--- config.mk ---
export PLATFORM = sky130hd
export DESIGN_NAME = synth_ref_output_ctrl_regs
export DESIGN_NICKNAME = d
export VERILOG_FILES = /design/src/verilog/synth_ctrl_pkg.sv /design/src/verilog/lock_detect_counter.sv /design/src/verilog/synth_ref_output_ctrl_regs.sv
export VERILOG_INCLUDE_DIRS = /design/src /design/src/verilog
export SDC_FILE = /design/constraint.sdc
export NUM_CORES = 1
export LEC_CHECK = 0
export BUFFER_PORTS_ARGS = -buffer_cell sky130_fd_sc_hd__buf_4
export CAP_MARGIN = 15
export CELL_PAD_IN_SITES_DETAIL_PLACEMENT = 1
export CELL_PAD_IN_SITES_GLOBAL_PLACEMENT = 1
export CORE_ASPECT_RATIO = 2
export CORE_MARGIN = 2
export CORE_UTILIZATION = 47
export CTS_CLUSTER_SIZE = 24
export DETAILED_ROUTE_END_ITERATION = 10
export PLACE_DENSITY_LB_ADDON = 0.1
export SYNTH_ARGS = -nofsm -noshare
export SYNTH_HDL_FRONTEND = slang
export SYNTH_SLANG_ARGS = --single-unit
--- constraint.sdc ---
create_clock -name clk_in -period 3.8 [get_ports clk_in]
set_clock_uncertainty 0.15 [all_clocks]
set_input_delay 0.76 -clock clk_in [delete_from_list [all_inputs] [get_ports clk_in]]
set_output_delay 0.76 -clock clk_in [all_outputs]
set_load 0.02 [all_outputs]
--- src/verilog/synth_ctrl_regs.svh ---
`ifndef SYNTH_CTRL_REGS_SVH
`define SYNTH_CTRL_REGS_SVH
// register addresses
`define ADDR_REFERENCE_INPUT_CONFIG 8'h22
`define ADDR_RESYNC_AND_TRACKING_CONFIG 8'h23
`define ADDR_FEEDBACK_AND_OUTPUT_DIVIDER 8'h24
`define ADDR_RF_OUTPUT_CONTROL 8'h25
`define ADDR_BLEED_CURRENT_SETTING 8'h26
// reset values
`define RST_REFERENCE_INPUT_CONFIG 8'h00
`define RST_RESYNC_AND_TRACKING_CONFIG 8'h00
`define RST_FEEDBACK_AND_OUTPUT_DIVIDER 8'h80
`define RST_RF_OUTPUT_CONTROL 8'h07
`define RST_BLEED_CURRENT_SETTING 8'h32
// writable bit masks, reserved bits are zero
`define MASK_REFERENCE_INPUT_CONFIG 8'h70
`define MASK_RESYNC_AND_TRACKING_CONFIG 8'h32
`define MASK_FEEDBACK_AND_OUTPUT_DIVIDER 8'hF0
`define MASK_RF_OUTPUT_CONTROL 8'hBF
`define MASK_BLEED_CURRENT_SETTING 8'hFF
// field positions
`define BIT_REF_DIFF 6
`define BIT_REF_DOUBLER 5
`define BIT_REF_HALF 4
`define BIT_RESYNC_HI 5
`define BIT_RESYNC_LO 4
`define BIT_TRACK_MANUAL 1
`define BIT_FEEDBACK_SEL 7
`define BIT_DIV_HI 6
`define BIT_DIV_LO 4
`define BIT_MUTE_LOCK 7
`define BIT_DIV_BUFFERED 5
`define BIT_QUAD_EN 4
`define BIT_DOUBLER_EN 3
`define BIT_RF_OUTPUT_ENABLE 2
`define BIT_POWER_HI 1
`define BIT_POWER_LO 0
// codes
`define RESYNC_ON_CODE 2'b10
`define DIV_RESERVED_CODE 3'h7
// lock window counts, in phase detector cycles
`define LOCK_COUNT_SHORT 12'h3FF
`define LOCK_COUNT_LONG 12'h7FF
`endif

--- src/verilog/synth_ctrl_pkg.sv ---
package synth_ctrl_pkg;
  // decoded control settings toward the analog side
  typedef struct packed {
    logic reference_input_differential;
    logic reference_doubler_enable;
    logic reference_half_divider_enable;
    logic resync_enable;
    logic tracking_manual;
    logic feedback_source_select;
    logic [2:0] division_ratio_code;
    logic quadrupler_path_enable;
    logic doubler_path_enable;
    logic rf_output_active;
    logic [1:0] output_power_level;
    logic [7:0] bleed_current_code;
  } ctrl_out_type;
  // register write request from the serial interface
  typedef struct packed {
    logic en;
    logic [7:0] addr;
    logic [7:0] data;
  } reg_write_type;
  typedef enum logic [0:0] {LOCK_HUNT, LOCK_HELD} lock_state_type;
endpackage

--- src/verilog/lock_detect_counter.sv ---
`timescale 1ns/1ps
`include "synth_ctrl_regs.svh"
// counts consecutive in-window phase detector cycles; declares lock on the programmed count
module lock_detect_counter (
  input wire logic clk_in,
  input wire logic rst_b_in,
  input wire logic pfd_tick_in, // one pulse per phase detector cycle
  input wire logic in_window_in, // phase error inside lock window on this tick
  input wire logic long_count_in, // 1 selects 2048 cycles, 0 selects 1024
  output logic locked_out
);
  logic [11:0] count_q, count_d; // in-window ticks seen so far
  synth_ctrl_pkg::lock_state_type state_q, state_d;
  logic [11:0] target; // last count before lock

  // next-state logic
  always_comb begin
    target = long_count_in ? `LOCK_COUNT_LONG : `LOCK_COUNT_SHORT;
    count_d = count_q;
    state_d = state_q;
    if (pfd_tick_in) begin
      if (!in_window_in) begin
        // any slip restarts the count and drops lock
        count_d = 12'h0000;
        state_d = synth_ctrl_pkg::LOCK_HUNT;
      end else begin
        case (state_q)
          synth_ctrl_pkg::LOCK_HUNT: begin
            if (count_q >= target) begin
              state_d = synth_ctrl_pkg::LOCK_HELD;
            end else begin
              count_d = count_q + 12'h0001;
            end
          end
          synth_ctrl_pkg::LOCK_HELD: begin
            count_d = count_q;
          end
          default: begin
            state_d = synth_ctrl_pkg::LOCK_HUNT;
          end
        endcase
      end
    end
  end

  // registers
  always_ff @(posedge clk_in or negedge rst_b_in) begin
    if (!rst_b_in) begin
      count_q <= 12'h0000;
      state_q <= synth_ctrl_pkg::LOCK_HUNT;
    end else begin
      count_q <= count_d;
      state_q <= state_d;
    end
  end

  assign locked_out = (state_q == synth_ctrl_pkg::LOCK_HELD);
endmodule

--- src/verilog/synth_ref_output_ctrl_regs.sv ---
`timescale 1ns/1ps
`include "synth_ctrl_regs.svh"
// How it works
// registers reset to 00,00,80,07,32
// bit6 selects differential reference input
// bit5 enables reference doubler
// bit4 enables reference divide-by-two stage
// resync mode field, code 10 enables
// bit1 selects manual tracking filter coefficients
// bit7 feedback: 1 fundamental, 0 divided
// division field codes 0-6, 7 reserved
// mute output until digital lock asserted
// buffered division applies on update event
// bit4 quadrupler, bit3 doubler path enables
// bit2 enables RF output, default on
// power code 0-3 gives -4..5 dBm
// eight-bit bleed current, default 0x32
// lock after 1024 or 2048 window cycles
// reserved bits read zero, writes ignored
// host writes whole bytes, keeps reserved defaults
module synth_ref_output_ctrl_regs (
  input wire logic clk_in,
  input wire logic rst_b_in,
  input wire synth_ctrl_pkg::reg_write_type wr_in, // whole-byte write from serial logic
  input wire logic [7:0] rd_addr_in, // readback address
  input wire logic buffer_update_in, // double buffer update event pulse
  input wire logic pfd_tick_in, // phase detector cycle pulse
  input wire logic in_window_in, // phase error inside lock window
  input wire logic lock_window_cycle_count_in, // 0: 1024, 1: 2048 cycles
  output logic [7:0] rd_data_out,
  output logic lock_detect_out,
  output logic division_code_reserved_out, // reserved ratio code is held
  output synth_ctrl_pkg::ctrl_out_type ctrl_out
);
  // register storage
  logic [7:0] ref_cfg_q, ref_cfg_d;
  logic [7:0] resync_cfg_q, resync_cfg_d;
  logic [7:0] fb_div_q, fb_div_d;
  logic [7:0] rf_ctl_q, rf_ctl_d;
  logic [7:0] bleed_q, bleed_d;
  // division ratio actually applied to the output divider
  logic [2:0] div_active_q, div_active_d;
  logic div_pending_q, div_pending_d; // buffered value waiting for update
  logic [7:0] rd_data_d;
  logic locked; // from lock counter, already a flop
  synth_ctrl_pkg::ctrl_out_type ctrl_q, ctrl_d;
  logic [2:0] div_written;

  // lock detect counter, gating the mute function
  lock_detect_counter lock_counter (
    .clk_in(clk_in),
    .rst_b_in(rst_b_in),
    .pfd_tick_in(pfd_tick_in),
    .in_window_in(in_window_in),
    .long_count_in(lock_window_cycle_count_in),
    .locked_out(locked)
  );

  // register writes; reserved bits are masked off so they stay zero
  always_comb begin
    ref_cfg_d = ref_cfg_q;
    resync_cfg_d = resync_cfg_q;
    fb_div_d = fb_div_q;
    rf_ctl_d = rf_ctl_q;
    bleed_d = bleed_q;
    if (wr_in.en) begin
      // a write is one whole byte; no partial field updates exist
      case (wr_in.addr)
        `ADDR_REFERENCE_INPUT_CONFIG: begin
          ref_cfg_d = wr_in.data & `MASK_REFERENCE_INPUT_CONFIG;
        end
        `ADDR_RESYNC_AND_TRACKING_CONFIG: begin
          resync_cfg_d = wr_in.data & `MASK_RESYNC_AND_TRACKING_CONFIG;
        end
        `ADDR_FEEDBACK_AND_OUTPUT_DIVIDER: begin
          fb_div_d = wr_in.data & `MASK_FEEDBACK_AND_OUTPUT_DIVIDER;
        end
        `ADDR_RF_OUTPUT_CONTROL: begin
          rf_ctl_d = wr_in.data & `MASK_RF_OUTPUT_CONTROL;
        end
        `ADDR_BLEED_CURRENT_SETTING: begin
          bleed_d = wr_in.data;
        end
        default: begin
          // other addresses belong to other blocks
          bleed_d = bleed_q;
        end
      endcase
    end
  end

  // division ratio path: immediate, or held until the update event
  always_comb begin
    div_written = fb_div_d[`BIT_DIV_HI:`BIT_DIV_LO];
    div_active_d = div_active_q;
    div_pending_d = div_pending_q;
    if (wr_in.en && wr_in.addr == `ADDR_FEEDBACK_AND_OUTPUT_DIVIDER) begin
      if (rf_ctl_q[`BIT_DIV_BUFFERED]) begin
        div_pending_d = 1'b1;
      end else begin
        div_active_d = div_written;
        div_pending_d = 1'b0;
      end
    end
    // an update in the write cycle picks up the new value, so nothing is lost
    if (buffer_update_in && div_pending_d) begin
      div_active_d = div_written;
      div_pending_d = 1'b0;
    end
    // turning buffering off releases any held value at once
    if (!rf_ctl_d[`BIT_DIV_BUFFERED] && div_pending_d) begin
      div_active_d = div_written;
      div_pending_d = 1'b0;
    end
  end

  // decode the control outputs
  always_comb begin
    ctrl_d.reference_input_differential = ref_cfg_q[`BIT_REF_DIFF];
    ctrl_d.reference_doubler_enable = ref_cfg_q[`BIT_REF_DOUBLER];
    ctrl_d.reference_half_divider_enable = ref_cfg_q[`BIT_REF_HALF];
    // only the documented code turns resync on; 01 and 11 act as off
    ctrl_d.resync_enable = (resync_cfg_q[`BIT_RESYNC_HI:`BIT_RESYNC_LO] == `RESYNC_ON_CODE);
    ctrl_d.tracking_manual = resync_cfg_q[`BIT_TRACK_MANUAL];
    ctrl_d.feedback_source_select = fb_div_q[`BIT_FEEDBACK_SEL];
    ctrl_d.division_ratio_code = div_active_q;
    ctrl_d.quadrupler_path_enable = rf_ctl_q[`BIT_QUAD_EN];
    ctrl_d.doubler_path_enable = rf_ctl_q[`BIT_DOUBLER_EN];
    // output stays muted while mute-to-lock is set and lock is absent
    ctrl_d.rf_output_active = rf_ctl_q[`BIT_RF_OUTPUT_ENABLE] &
      (~rf_ctl_q[`BIT_MUTE_LOCK] | locked);
    ctrl_d.output_power_level = rf_ctl_q[`BIT_POWER_HI:`BIT_POWER_LO];
    ctrl_d.bleed_current_code = bleed_q;
  end

  // readback mux; unknown addresses read zero
  always_comb begin
    case (rd_addr_in)
      `ADDR_REFERENCE_INPUT_CONFIG: begin
        rd_data_d = ref_cfg_q;
      end
      `ADDR_RESYNC_AND_TRACKING_CONFIG: begin
        rd_data_d = resync_cfg_q;
      end
      `ADDR_FEEDBACK_AND_OUTPUT_DIVIDER: begin
        rd_data_d = fb_div_q;
      end
      `ADDR_RF_OUTPUT_CONTROL: begin
        rd_data_d = rf_ctl_q;
      end
      `ADDR_BLEED_CURRENT_SETTING: begin
        rd_data_d = bleed_q;
      end
      default: begin
        rd_data_d = 8'h00;
      end
    endcase
  end

  // state registers
  always_ff @(posedge clk_in or negedge rst_b_in) begin
    if (!rst_b_in) begin
      ref_cfg_q <= `RST_REFERENCE_INPUT_CONFIG;
      resync_cfg_q <= `RST_RESYNC_AND_TRACKING_CONFIG;
      fb_div_q <= `RST_FEEDBACK_AND_OUTPUT_DIVIDER;
      rf_ctl_q <= `RST_RF_OUTPUT_CONTROL;
      bleed_q <= `RST_BLEED_CURRENT_SETTING;
      div_active_q <= 3'h0;
      div_pending_q <= 1'b0;
    end else begin
      ref_cfg_q <= ref_cfg_d;
      resync_cfg_q <= resync_cfg_d;
      fb_div_q <= fb_div_d;
      rf_ctl_q <= rf_ctl_d;
      bleed_q <= bleed_d;
      div_active_q <= div_active_d;
      div_pending_q <= div_pending_d;
    end
  end

  // output registers; reset loads all zeros, not the decoded reset register contents
  always_ff @(posedge clk_in or negedge rst_b_in) begin
    if (!rst_b_in) begin
      rd_data_out <= 8'h00;
      lock_detect_out <= 1'b0;
      division_code_reserved_out <= 1'b0;
      ctrl_q <= '0;
    end else begin
      rd_data_out <= rd_data_d;
      lock_detect_out <= locked;
      division_code_reserved_out <= (div_active_q == `DIV_RESERVED_CODE);
      ctrl_q <= ctrl_d;
    end
  end

  assign ctrl_out = ctrl_q;
endmodule

Word-level counts from Yosys, hierarchy flattened --
Index checks and enable logic that the tools add are counted. W data, S select, Z words.
Operators by class: $mul 0, equality and inequality tests 15, shift-type cells 0, div/mod/pow operators 0, reduce and logical (&&, ||, !) cells 12, $lt $le $gt $ge 1, add/subtract/negate cells 1, multiplexer cells 20, bitwise logic cells 4
Operator list (count):
- $eq A8 B6 Y1 const B | 10
- $pmux W8 S5 | 1
- $mux W12 | 3
- $mux W7 | 2
- $add A12 B1 Y12 const B | 1
- $ge A12 B12 Y1 | 1
- $mux W3 | 4
- $mux W6 | 2
- $reduce_and A2 Y1 | 6
- $mux W11 | 1
- $mux W1 | 7
- $eq A3 B3 Y1 const B | 1
- $logic_and A1 B1 Y1 | 3
- $ne A3 B1 Y1 const B | 1
- $ne A3 B3 Y1 const B | 1
- $reduce_and A3 Y1 | 1
- $reduce_bool A3 Y1 | 1
- $eq A2 B2 Y1 const B | 1
- $ne A2 B2 Y1 const B | 1
- $not A1 Y1 | 2
- $and A1 B1 Y1 | 1
- $logic_not A1 Y1 | 1
- $or A1 B1 Y1 | 1
Storage, ports and cells: memory bits (read-only) 0, output and inout bits 32, memory bits (writable) 0, bits of input ports 31, register bits 74, logic and storage cells 79, memories kept 0, latch bits 0

Longest topological paths before layout --
depth after elaboration 8, gate-level depth with buffers 7, depth with buffers taken out 6

Cells and area by module --
A second synthesis with hierarchy kept.
Unflattened totals: cell total of the unflattened synthesis 241, area total of the unflattened synthesis 3190.6 µm²
By module, submodules not included:
- synth_ref_output_ctrl_regs | instances 1, cells an instance 157, sequential area each 1535.2 µm², area an instance 2324.7 µm²
- lock_detect_counter | instances 1, cells an instance 84, sequential area each 325.3 µm², area an instance 865.8 µm²

Worst setup path after synthesis --
Ideal clock, no wire load.
kind input-to-reg, from input port lock_window_cycle_count_in, to register lock_counter.count_q[5], arrival time 1.981 ns, buffers on the path 1, data required time 3.524 ns, stages on the path 7, setup slack 1.543 ns, cells stage by stage inv_1 -> ha_1 -> nand4_1 -> nor3_2 -> clkbuf_8 -> o311a_1 -> a221o_1
Between the ends: word-level cells in the longest chain between the ends 4
Ends and longest elaborated chain:
- start: declaration | RTL line synth_ref_output_ctrl_regs.sv:29 | input wire logic lock_window_cycle_count_in,
- $mux W11 (no line)
- $ge A12 B12 Y1 | RTL line lock_detect_counter.sv:29 | if (count_q >= target) begin
- $ne A3 B3 Y1 (no line)
- $reduce_and A3 Y1 (no line)
- end signal: assignment | RTL line lock_detect_counter.sv:52 | count_q <= count_d;
- end: declaration | RTL line lock_detect_counter.sv:12 | logic [11:0] count_q, count_d;
No other way between the ends. A chain may end at the register's enable or synchronous reset.

Final worst setup path --
Same ends and word-level chain as after synthesis.

==> reports/results.md <==
| Step | Parameter | This run |
| --- | --- | --- |
| critical path | Standard cell with the maximum stage delay on the critical path | sky130_fd_sc_hd__nor3_2 |
| critical path | Stages on the worst setup path | 7 |
| clock network | CTS H-tree depth | 3 |
| synth | Most used DFF post-synth | sky130_fd_sc_hd__dfrtp_1 |
| layout | Post-Layout Cell Count | 398 |
| synth | Yosys warning count | 0 |
| sta | Normalized max-slew margin | 40.9% |
| floorplan | Total core area | 0.00636 mm^2 |
| floorplan | Starting density of the core | 48.8% |
| clock network | Total of cells resized after clock tree synthesis | 0 |
| synth | Flop and latch count out of synthesis | 74 |
| routing | Number of design rule violations left after detail routing | 0 |
| power | Maximum vdd ir drop | 327 uV |
| clock network | Longest Clk Path Bufs | 2 |
| critical path | Sort of element at the end of the critical path | register |
| critical path | Worst Path Arrival | 2290 ps |
| critical path | Crit-path cells | buf_4 -> inv_1 -> ha_1 -> nand4_1 -> nor3_2 -> nor3_1 -> a221o_1 |
| synth | Post-synth EDFFs | 0 |
| synth | Number of nets produced by synthesis | 274 |
| layout | Share of final-layout standard cells stronger than drive strength 1 | 38.8% |
| power | Lkg Pwr | 0.00191 uW |
| floorplan | Die height | 119 um |
| run status | Run status | completed |
| power | PwrDens | 482 mW/mm^2 |
| clock network | Setup repair bufs after CTS | 0 |
| worst hold path | Count of cells along the worst hold path | 0 |
| critical path | Buf+Inv Stages, Crit Path | 2 |
| clock network | CTS Buf Count | 9 |
| grt | Aggregate global-route resource usage | 24.9% |
| clock network | Worst skew pair latency | 330 ps |
| worst hold path | Hold path start | bleed_q[7] |
| layout | Number of inserted diodes | 0 |
| place | Number of I/O port buffers | 62 |
| grt | Maximum number of pins on one net before global-route repair | 75 |
| routing | Total via count after detailed routing | 2316 |
| worst hold path | Path class of the lowest-slack min-delay path | reg2reg |
| flow run | # Max-Cap Violations | 0 |
| critical path | Startpoint type of the worst setup path | input port |
| grt | Number of global-route vias before repair | 2578 |
| critical path | Required time of the critical path | 3860 ps |
| critical path | Path depth of the worst reg2reg path | 5 |
| routing | Detail-routed net length per standard cell | 20.4 um |
| place | DP Cell Count | 382 |
| sta | Final Cycle Share | 58.5% |
| sta | Highest Clock Rate | 0.450 GHz |
| sta | Transition time of the tightest slew-check pin | 887 ps |
| sta | Number of max-slew violations in the final report | 0 |
| sta | Final hold vios | 0 |
| synth | Post-synth ARST share | 100% |
| critical path | Critical path start-end classification | in2reg |
| clock network | Clock root cell | sky130_fd_sc_hd__clkbuf_16 |
| grt | Number of antenna violations at the first check in global routing | 0 |
| place | Placer's final routability congestion estimate | 0.890 |
| clock network | CTS tree | yes |
| layout | Signed area change from the synthesized netlist to the final layout | 27.7% |
| grt | Remaining Overflow, GRT | 0 |
| routing | First-pass DRT Iterations | 5 |
| sta | Setup TNS Final | 0 ps |
| synth | Sequential fraction of the synthesis area | 59.9% |
| synth | Unique cell type count in the Yosys netlist | 54 |
| synth | Syn Area/Cell | 12.9 um^2 |
| floorplan | Number of core rows | 41 |
| grt | Wire length of the first global-routing pass | 13.0 mm |
| critical path | CP Launch Point | lock_window_cycle_count_in |
| floorplan | Die area | 0.00731 mm^2 |
| critical path | Cell class contributing the biggest share of worst-path delay | simple AND/OR/NAND/NOR gates |
| synth | Gate count of the mapped netlist | 241 |
| routing | DR vias/cell | 5.82 |
| clock network | Sinks on Clock Net | 74 |
| layout | # nets final | 340 |
| critical path | Source of the worst register-to-register timing path | lock_counter.count_q[10] |
| sta | Final period demand of the worst path | 2220 ps |
| critical path | Largest fanout on the critical path | 11 |
| clock network | Number of buffers added to fix hold violations after cts | 0 |
| sta | Final count of negative-setup-slack endpoints | 0 |
| synth | Area of the mapped netlist | 0.00311 mm^2 |
| place | HPWL after detailed placement | 6.06 mm |
| floorplan | Count of boundary I/O pins | 63 |
| critical path | Highest cell delay on the worst timing path | 520 ps |
| clock network | Reg clk slew, reported paths | 50 ps |
| routing | DRC violation total after the first TritonRoute iteration | 128 |
| routing | Number of nets still failing antenna checks after routing | 0 |
| routing | Total Wirelength | 8.12 mm |
| floorplan | Horizontal extent of the die | 61.5 um |
| sta | RSZ-0062 raised after global routing | false |
==> placed cells by master, fill, tap and decap left out, types with 2 or more instances in the layout <==
cell type / n
sky130_fd_sc_hd__dfrtp_1: 67
sky130_fd_sc_hd__a211oi_1: 2
sky130_fd_sc_hd__a21oi_1: 2
sky130_fd_sc_hd__nand3_1: 6
sky130_fd_sc_hd__o22ai_1: 2
sky130_fd_sc_hd__nor3_1: 3
sky130_fd_sc_hd__o211ai_1: 3
sky130_fd_sc_hd__nand3_2: 2
sky130_fd_sc_hd__nand4_1: 5
sky130_fd_sc_hd__o311ai_0: 2
sky130_fd_sc_hd__or4b_1: 2
sky130_fd_sc_hd__dfstp_2: 7
sky130_fd_sc_hd__nor2b_1: 6
sky130_fd_sc_hd__mux2_2: 28
sky130_fd_sc_hd__o2bb2ai_1: 3
sky130_fd_sc_hd__bufinv_16: 2
sky130_fd_sc_hd__inv_1: 9
sky130_fd_sc_hd__a22oi_1: 9
sky130_fd_sc_hd__buf_4: 62
sky130_fd_sc_hd__o21ai_0: 3
sky130_fd_sc_hd__o221ai_1: 3
sky130_fd_sc_hd__nand2_1: 17
sky130_fd_sc_hd__nor2_1: 12
sky130_fd_sc_hd__or4_1: 6
sky130_fd_sc_hd__clkbuf_8: 2
sky130_fd_sc_hd__ha_1: 2
sky130_fd_sc_hd__o311a_1: 2
sky130_fd_sc_hd__clkbuf_16: 9
sky130_fd_sc_hd__a221o_1: 2
sky130_fd_sc_hd__and3_1: 4
sky130_fd_sc_hd__a221oi_1: 2
==> report_power, final <==
group          internal (uW)  leakage (uW)  switching, uW
registers                825      0.000998           29.9
clock network            610      0.000163            301
logic                   64.4      0.000753           78.9
total                   1500       0.00191            410
==> synth_stat cells, drive strengths merged, types with 5 or more instances <==
cell / number / area share [%]
dfrtp: 67 / 54
nand3: 8 / 1.6
inv: 9 / 1.1
or4: 6 / 1.5
nor2: 12 / 1.5
mux2: 28 / 10
nor3: 5 / 1.3
nand4: 6 / 1.4
dfstp: 7 / 5.9
a22oi: 9 / 2.2
nor2b: 6 / 1.2
nand2: 17 / 2.1
==> routing by layer <==
metal | vias up | track usage, % | wire, um
met5 | - | 0 | 0
met2 | 67 | 47.5 | 5040
met4 | 0 | 10.8 | 251
li1 | 1041 | - | -
met3 | 19 | 4.89 | 247
met1 | 1189 | 23.3 | 2580
==> logic make-up after synthesis <==
logic type                 share of synthesized area (%)
buffers and inverters                               2.62
AOI/OAI and AO/OA                                   11.4
adders and majority gates                          0.806
muxes                                               10.5
and+or+nand+nor                                     14.8
DFF                                                 59.9
==> path summary, 6_finish.rpt <==
path                                            to  slack [ps]
max                        lock_counter.count_q[5]        1580
min                                    ctrl_out[7]         250
max reg2reg                lock_counter.count_q[5]        1650
min reg2reg                            ctrl_out[7]         250
max in group asynchronous              ctrl_out[0]        2520
min in group asynchronous          lock_detect_out         400
==> sequential cells by signal (all words and copies together) (netlist names) <==
name,cells
resync_cfg_q,3
lock_counter.count_q,12
fb_div_q,4
ctrl_out,22
div_pending_q,1
rd_data_out,8
lock_detect_out,1
rf_ctl_q,7
lock_counter.locked_out,1
division_code_reserved_out,1
div_active_q,3
bleed_q,8
ref_cfg_q,3
==> area by class of cell <==
class | count | area (um^2)
tap | 86 | 108
timing repair buffer | 62 | 465
inverter | 10 | 37.5
sequential | 74 | 1860
clock buffer | 12 | 256
clock inverter | 4 | 73.8
multi-input combinational | 150 | 1160
fill | 694 | 2400
==> per-stage QoR <==
step / setup slack, ps / total power (uW) / utilization [%] / hold WS (ps) / instance area (um^2)
3_5_place_dp: 1240 / 1010 / 57.1 / 237 / 3630
6_report: 1580 / 1910 / 62.3 / 251 / 3970
2_1_floorplan: 1540 / 926 / - / 214 / 3110
4_1_cts: 1600 / 1930 / 62.3 / 255 / 3970
5_1_grt: 1410 / 1980 / 62.3 / 270 / 3970
3_3_place_gp: 1310 / 1010 / 57.1 / 233 / 3630
(Power assumes the default switching activity.)
